<file path="config.mk">
export PLATFORM = sky130hd
export DESIGN_NAME = pcds_top
export DESIGN_NICKNAME = d
export VERILOG_FILES = /design/src/core/pcds_pkg.sv /design/src/core/pcds_err_flags.sv /design/src/core/pcds_top.sv
export SDC_FILE = /design/constraint.sdc
export NUM_CORES = 1
export LEC_CHECK = 0
export ABC_CLOCK_PERIOD_IN_PS = 2300
export BUFFER_PORTS_ARGS = -buffer_cell sky130_fd_sc_hd__buf_2
export CAP_MARGIN = 20
export CORE_ASPECT_RATIO = 0.5
export CORE_MARGIN = 4
export CORE_UTILIZATION = 47
export CTS_BUF_LIST = sky130_fd_sc_hd__clkbuf_8
export CTS_CLUSTER_DIAMETER = 50
export DETAILED_ROUTE_END_ITERATION = 10
export PLACE_DENSITY_LB_ADDON = 0.3
export REMOVE_ABC_BUFFERS = 1
export SLEW_MARGIN = 20
export SYNTH_ARGS = -nofsm -noshare
export SYNTH_HDL_FRONTEND = slang
export SYNTH_HIERARCHICAL = 1
export SYNTH_SLANG_ARGS = --single-unit
export TNS_END_PERCENT = 20
</file>
<file path="constraint.sdc">
create_clock -name i_clk_sys -period 2.3 [get_ports i_clk_sys]
set_input_delay 0.46 -clock i_clk_sys [delete_from_list [all_inputs] [get_ports i_clk_sys]]
set_output_delay 0.46 -clock i_clk_sys [all_outputs]
set_load 0.05 [all_outputs]
</file>
<file path="src/core/pcds_pkg.sv">
package pcds_pkg;

  // ************************************************************
  // Register map: printed offsets are word indexes.
  // ************************************************************
  localparam logic [9:0] IDX_DEVICE_CONTROL = 10'h048;
  localparam logic [9:0] IDX_DEVICE_STATUS = 10'h04A;
  localparam logic [9:0] IDX_DEBUG_CONFIG = 10'h0F0;
  localparam logic [11:0] ADDR_DEVICE_CONTROL = {IDX_DEVICE_CONTROL, 2'b00};
  localparam logic [11:0] ADDR_DEVICE_STATUS = {IDX_DEVICE_STATUS, 2'b00};
  localparam logic [11:0] ADDR_DEBUG_CONFIG = {IDX_DEBUG_CONFIG, 2'b00};

  // ************************************************************
  // Field positions.
  // ************************************************************
  localparam int CTL_CORR_POS = 0;
  localparam int CTL_NONFATAL_POS = 1;
  localparam int CTL_FATAL_POS = 2;
  localparam int CTL_UNSUPP_POS = 3;
  localparam int CTL_MPS_LSB = 5;
  localparam int CTL_EXT_TAG_POS = 8;
  localparam int DBG_SEQ_TAG_POS = 0;
  localparam int DBG_MPSS_LSB = 1;
  localparam int DBG_OVER_POS = 4;

  // ************************************************************
  // Reset values and constants.
  // ************************************************************
  localparam logic [3:0] RST_REPORT_ENABLES = 4'h0;
  localparam logic [2:0] RST_MAX_PAYLOAD_SETTING = 3'h0;
  localparam logic RST_EXTENDED_TAG_ENABLE = 1'b0;
  localparam logic RST_DEBUG_SEQUENTIAL_TAG = 1'b0;
  localparam logic [2:0] RST_MAX_PAYLOAD_SUPPORTED = 3'h4;
  localparam logic [3:0] RST_ERR_FLAGS = 4'h0;
  localparam logic [2:0] MPS_LARGEST_CODE = 3'h5;
  localparam logic [7:0] TAG_LIMIT_SHORT = 8'h1F;
  localparam logic [7:0] TAG_LIMIT_LONG = 8'hFF;

  // APB request from the master.
  typedef struct packed {
    logic psel;
    logic penable;
    logic pwrite;
    logic [11:0] paddr;
    logic [31:0] pwdata;
  } pcds_apb_req_type;

  // One bit per error class, in status bit order.
  typedef struct packed {
    logic unsupp;
    logic fatal;
    logic nonfatal;
    logic corr;
  } pcds_err_type;

  // Payload code to bytes; reserved codes act as 128 bytes.
  function automatic logic [12:0] pcds_payload_bytes(input logic [2:0] code);
    logic [12:0] bytes;
    bytes = 13'h0080;
    if (code <= MPS_LARGEST_CODE) begin
      bytes = 13'(13'h0080 << code);
    end
    return bytes;
  endfunction : pcds_payload_bytes

endpackage : pcds_pkg

</file>
<file path="src/core/pcds_err_flags.sv">
// Sticky write-one-to-clear error flags; a set beats a clear.
module pcds_err_flags (
  input wire logic i_clk_sys,
  input wire logic i_rst,
  input wire logic [3:0] i_set,
  input wire logic [3:0] i_clr,
  output logic [3:0] o_flags
);
  import pcds_pkg::*;

  logic [3:0] flags_reg;
  logic [3:0] flags_next;

  // A zero in the clear mask leaves the flag alone.
  assign flags_next = i_set | (flags_reg & ~i_clr);

  // Flag storage.
  always_ff @(posedge i_clk_sys) begin
    if (i_rst) begin
      flags_reg <= RST_ERR_FLAGS;
    end else begin
      flags_reg <= flags_next;
    end
  end

  assign o_flags = flags_reg;

endmodule : pcds_err_flags

</file>
<file path="src/core/pcds_top.sv">
module pcds_top (
  input wire logic i_clk_sys,
  input wire logic i_rst,
  input wire pcds_pkg::pcds_apb_req_type i_apb,
  input wire pcds_pkg::pcds_err_type i_err_event,
  input wire logic i_tag_take,
  output logic o_pready,
  output logic [31:0] o_prdata,
  output logic o_pslverr,
  output pcds_pkg::pcds_err_type o_err_report,
  output pcds_pkg::pcds_err_type o_err_flags,
  output logic [12:0] o_max_payload_bytes,
  output logic [12:0] o_supported_payload_bytes,
  output logic o_payload_over,
  output logic [7:0] o_tag
);
  import pcds_pkg::*;

  // ************************************************************
  // Storage.
  // ************************************************************
  logic [3:0] report_en_reg;
  logic [2:0] mps_reg;
  logic ext_tag_reg;
  logic seq_tag_reg;
  logic [2:0] mpss_reg;
  logic pready_reg;
  logic [31:0] prdata_reg;
  logic pslverr_reg;
  logic [3:0] report_reg;
  logic [12:0] payload_bytes_reg;
  logic [12:0] supported_bytes_reg;
  logic over_reg;
  logic [7:0] tag_reg;
  logic [7:0] tag_next;
  logic [3:0] flags;

  // ************************************************************
  // APB decode.
  // ************************************************************
  wire logic access = i_apb.psel && i_apb.penable;
  // The first access cycle is always a wait state, so pready is a flop.
  wire logic answer_now = access && !pready_reg;
  // Writes take effect only at the edge that samples pready high.
  wire logic commit = access && pready_reg;
  wire logic wr_commit = commit && i_apb.pwrite;
  wire logic hit_ctl = (i_apb.paddr == ADDR_DEVICE_CONTROL);
  wire logic hit_sts = (i_apb.paddr == ADDR_DEVICE_STATUS);
  wire logic hit_dbg = (i_apb.paddr == ADDR_DEBUG_CONFIG);
  wire logic mapped = hit_ctl || hit_sts || hit_dbg;
  wire logic wr_ctl = wr_commit && hit_ctl;
  wire logic wr_sts = wr_commit && hit_sts;
  wire logic wr_dbg = wr_commit && hit_dbg;

  // ************************************************************
  // Read values.
  // ************************************************************
  // Hardwired fields are simply absent from storage, so writes vanish.
  wire logic [15:0] ctl_view = {
    1'b0,   // reserved
    3'h0,
    1'b0,
    1'b0,
    1'b0,
    ext_tag_reg,
    mps_reg,
    1'b0,
    report_en_reg
  };
  wire logic [15:0] sts_view = {
    10'h000,
    1'b0,
    1'b0,
    flags
  };
  wire logic [31:0] dbg_view = {27'h000_0000, over_reg, mpss_reg, seq_tag_reg};
  wire logic [31:0] rd_value = hit_ctl ? {16'h0000, ctl_view}
                             : hit_sts ? {16'h0000, sts_view}
                             : hit_dbg ? dbg_view
                             : 32'h0000_0000;

  // Bus answer registers.
  always_ff @(posedge i_clk_sys) begin
    if (i_rst) begin
      pready_reg <= 1'b0;
      prdata_reg <= 32'h0000_0000;
      pslverr_reg <= 1'b0;
    end else begin
      pready_reg <= answer_now;
      prdata_reg <= answer_now ? rd_value : 32'h0000_0000;
      pslverr_reg <= answer_now && !mapped;
    end
  end

  // ************************************************************
  // Control registers.
  // ************************************************************
  // Writable control and debug fields.
  always_ff @(posedge i_clk_sys) begin
    if (i_rst) begin
      report_en_reg <= RST_REPORT_ENABLES;
      mps_reg <= RST_MAX_PAYLOAD_SETTING;
      ext_tag_reg <= RST_EXTENDED_TAG_ENABLE;
      seq_tag_reg <= RST_DEBUG_SEQUENTIAL_TAG;
      mpss_reg <= RST_MAX_PAYLOAD_SUPPORTED;
    end else begin
      if (wr_ctl) begin
        report_en_reg <= i_apb.pwdata[CTL_UNSUPP_POS:CTL_CORR_POS];
        mps_reg <= i_apb.pwdata[CTL_MPS_LSB+:3];
        ext_tag_reg <= i_apb.pwdata[CTL_EXT_TAG_POS];
      end
      if (wr_dbg) begin
        seq_tag_reg <= i_apb.pwdata[DBG_SEQ_TAG_POS];
        mpss_reg <= i_apb.pwdata[DBG_MPSS_LSB+:3];
      end
    end
  end

  // ************************************************************
  // Error flags and reporting.
  // ************************************************************
  // Flags see every event; enables only gate the report pulses.
  pcds_err_flags u_flags (
    .i_clk_sys(i_clk_sys),
    .i_rst(i_rst),
    .i_set(i_err_event),
    .i_clr(wr_sts ? i_apb.pwdata[3:0] : 4'h0),
    .o_flags(flags)
  );

  // One report pulse per enabled event.
  always_ff @(posedge i_clk_sys) begin
    if (i_rst) begin
      report_reg <= 4'h0;
    end else begin
      report_reg <= i_err_event & report_en_reg;
    end
  end

  // ************************************************************
  // Payload size.
  // ************************************************************
  // Registered so the consumers see a clean level one cycle after a write.
  always_ff @(posedge i_clk_sys) begin
    if (i_rst) begin
      payload_bytes_reg <= pcds_payload_bytes(RST_MAX_PAYLOAD_SETTING);
      supported_bytes_reg <= pcds_payload_bytes(RST_MAX_PAYLOAD_SUPPORTED);
      over_reg <= 1'b0;
    end else begin
      payload_bytes_reg <= pcds_payload_bytes(mps_reg);
      supported_bytes_reg <= pcds_payload_bytes(mpss_reg);
      // A setting above support is undefined; it is only flagged.
      over_reg <= pcds_payload_bytes(mps_reg) > pcds_payload_bytes(mpss_reg);
    end
  end

  // ************************************************************
  // Debug sequential tags.
  // ************************************************************
  wire logic [7:0] tag_limit = ext_tag_reg ? TAG_LIMIT_LONG : TAG_LIMIT_SHORT;

  // Tags count only in debug mode and wrap at the chosen limit.
  always_comb begin
    tag_next = tag_reg;
    if (!seq_tag_reg) begin
      tag_next = 8'h00;
    end else if (i_tag_take) begin
      tag_next = (tag_reg >= tag_limit) ? 8'h00 : 8'(tag_reg + 8'h01);
    end
  end

  // Tag counter.
  always_ff @(posedge i_clk_sys) begin
    if (i_rst) begin
      tag_reg <= 8'h00;
    end else begin
      tag_reg <= tag_next;
    end
  end

  // ************************************************************
  // Outputs.
  // ************************************************************
  assign o_pready = pready_reg;
  assign o_prdata = prdata_reg;
  assign o_pslverr = pslverr_reg;
  assign o_err_report = report_reg;
  assign o_err_flags = flags;
  assign o_max_payload_bytes = payload_bytes_reg;
  assign o_supported_payload_bytes = supported_bytes_reg;
  assign o_payload_over = over_reg;
  assign o_tag = tag_reg;
endmodule : pcds_top

</file>
==> results.yml <==
outcome:
  status: "finished clean"
synth:
  synth-edff-count: 0
  synth_top_family_by_area: "simple AND/OR/NAND/NOR gates"
  synth_area_leaders: "dfxtp_1 (41%), buf_4 (11%), ha_1 (4.9%), nor2_1 (4.8%), nand2b_1 (3.4%)"
  synth_mux_area_frac: 0.01566
  synth-simple-area-share: 0.2730
  synth_common_cells: "dfxtp_1 (52), buf_4 (37), nor2_1 (33)"
  synth_compound_area_frac: 0.09051
  synth_xor_area_frac: 0.02397
  synth_area_um2: 2557
  synth_ff_type: "dfxtp_1"
  synth_fa_ha_area_frac: 0.04892
  yosysMostFrequentCell: "dfxtp_1"
  synth_cell_type_count: 44
  synth_warnings: 6
  postSynthCellCount: 286
  synth_top_area_share: 0.4070
  async_reset_ff_frac: 0
  ys_seq_area_frac: 0.4070
  ys_ff_latch: 52
  syn_avg_cell_area_um2: 8.942
  synth_area_leader_cell: "dfxtp_1"
critical_path:
  cpPeakStageDelay_ns: 0.50
  endpoint: "o_payload_over"
  arrival_ns: 1.98
  crit_top_cell: "nor2_1"
  crit_start: "mpss_reg[0]"
  worstSetupStartpointType: "flop"
  crit_fanout: 8
  crit_required_ns: 2.51
  worstSetupEndpointType: "flop"
  rr_startpoint: "mpss_reg[0]"
  worstPathCellList: "or3b_2, ha_1, a21oi_1, nor2_1, nor2_1, a211oi_1"
  r2r_setup_slack_ns: 0.53
  reg2regPathDepth: 6
  worst_path_max_delay_cell: "or3b_2"
  worstSetupPathType: "reg2reg"
  reg2reg_to: "o_payload_over"
clock_tree:
  cts_tree: "done"
  clockRootBuffer: "clkbuf_8"
  ctsHtreeMaxLevel: 2
  cts_buffer_depth: 2
  ctsResizeCount: 0
  numCtsBuffers: 5
  path_clk_slew_ns: 0.09
  cts_hold_buffers: 0
  postCtsSetupBuffers: 0
  clock_sinks: 52
  insertion_delay_ns: 0.30
finish:
  drive_gt1_frac: 0.2725
  antennaDiodeCount: 0
  fill_cells: 480
  area_delta_synth_final_pct: 14.97
  layout.nets: 419
  largest_reg_flops: 9
power:
  p_int_mw: 1.272
  pwr-share-comb: 0.137
  power_density_nw_per_um2: 600.9
  p_clk_frac: 0.348
  peakVddDrop_mv: 0.2838
  p_sw_mw: 0.4944
  p_leak_nw: 1.344
  p_seq_frac: 0.515
  switching_share: 0.2798
timing:
  tightest_slew_ns: 0.5675
  relSlewSlack: 0.6192
  rsz0062_at_grt: "no"
  slew_viol_final: 0
  finalCritPeriodShare: 0.7694
  fin_crit_ns: 1.770
  hold_viol_final: 0
  fin_skew_ns: 0.008132
  max_freq_mhz: 565.1
  fin_ws_ns: 0.5305
  fin_setup_tns_ns: 0
  setup_violations: 0
routing:
  num_vias: 2015
  finalWirelength_um: 5114
  wl_per_cell_um: 12.00
  viasPerCell: 4.730
  detail-route-antenna-nets: 0
  drc_errors: 0
  first_pass_iters: 4
  first_iter_violations: 66
grt:
  grt_pass1_wl_um: 8763
  grt-ovfl-total: 0
  track_usage: 0.1597
  grt_pass1_vias: 1992
  grt_start_max_net_pins: 32
  antenna_found_initial: 0
placed_design:
  dpl_worst_slack_ns: 0.3429
  port_buffers: 69
  hpwlAfterDp_um: 4063
  globalplace.congestion: 0.8520
floorplanning:
  die-area_um2: 6757
  die_x_um: 112.3
  start_util: 0.5025
  die_h_um: 60.16
  num_io_pins: 131
  num_rows: 18
  core_um2: 5090
worst_hold_path:
  holdCritPathClass: "in2reg"
  min_path_cells: 3
run:
  drv_cap: 0
cells by family (layout without fill, tap and decap cells):
family	count (synthesis)	in the layout
xor+xnor	7	7
simple gates	120	120
flops	52	52
fa+ha+maj	10	10
buf+inv	55	89
compound gates	37	37
mux	4	4
other cells	1	37
area by class of cell:
type	count	area, um2	area share
multi-input cells	215	1295	0.4404
flip-flops and latches	52	1041	0.3540
repair buffers	73	375.4	0.1277
well taps	70	87.58	0.02979
clock buffers	5	68.82	0.02340
clock inverters	3	42.54	0.01447
inverters	8	30.03	0.01021
worst min-delay path by stage:
| stage | startpoint | endpoint | slack [ns] |
|---|---|---|---|
| 2_1_floorplan | report_en_reg[1] | o_err_report[1] | 0.42 |
| 3_3_place_gp | report_en_reg[2] | o_err_report[2] | 0.44 |
| 3_5_place_dp | report_en_reg[2] | o_err_report[2] | 0.45 |
| 4_1_cts | i_err_event[1] | o_err_report[1] | 0.37 |
| 5_1_grt | i_err_event[1] | o_err_report[1] | 0.37 |
| 6_report | i_err_event[1] | o_err_report[1] | 0.38 |
per-layer routing:
| layer | routed length (um) | GRT usage | vias up | share of wire |
|---|---|---|---|---|
| met5 | 0 | 0 | - | 0 |
| met1 | 2240 | 0.1929 | 910 | 0.44 |
| li1 | - | - | 1030 | - |
| met4 | 22 | 0.04110 | 0 | 0.0043 |
| met2 | 2462 | 0.2947 | 73 | 0.48 |
| met3 | 389 | 0.03539 | 2 | 0.076 |
layout by cell type, fill, tap and decap left out, drive strengths merged, types with 3 or more instances in the layout:
master / count
nand4: 8
dfxtp: 52
a21oi: 14
o21bai: 3
nand3: 4
clkbuf: 5
inv: 9
o21ai: 15
mux2i: 4
nand2: 18
nand3b: 9
nor3: 12
ha: 10
xnor2: 3
and2: 7
buf: 73
nand2b: 14
conb: 37
xor2: 4
nor4b: 3
nor2: 33
power by group through the flow:
stage	registers [mW]	logic, mW	clock network [mW]
finish	0.910	0.241	0.615
global route	0.912	0.255	0.671
CTS	0.910	0.240	0.637
detailed placement	0.931	0.240	0
global placement	0.931	0.237	0
floorplan	0.953	0.160	0
critical path: cells and delay by family, from the launching register on:
kind / cells / cell delay [ns]
and+or+nand+nor: 3 / 0.63
AOI/OAI and AO/OA: 2 / 0.30
DFF: 1 / 0.45
adders and majority gates: 1 / 0.31
per-stage QoR:
step                      instance area (um2)  power, mW  utilization  hold slack [ns]  cells
final                                    2940      1.767       0.5777           0.3828    426
after global routing                     2940      1.837       0.5777           0.3728    426
after CTS                                2940      1.788       0.5777           0.3708    426
after detailed placement                 2829      1.171       0.5558           0.4457    418
after global placement                   2829      1.168       0.5558           0.4386    418
after floorplan                          2366      1.113            -           0.4229    275
(Power assumes the default switching activity.)
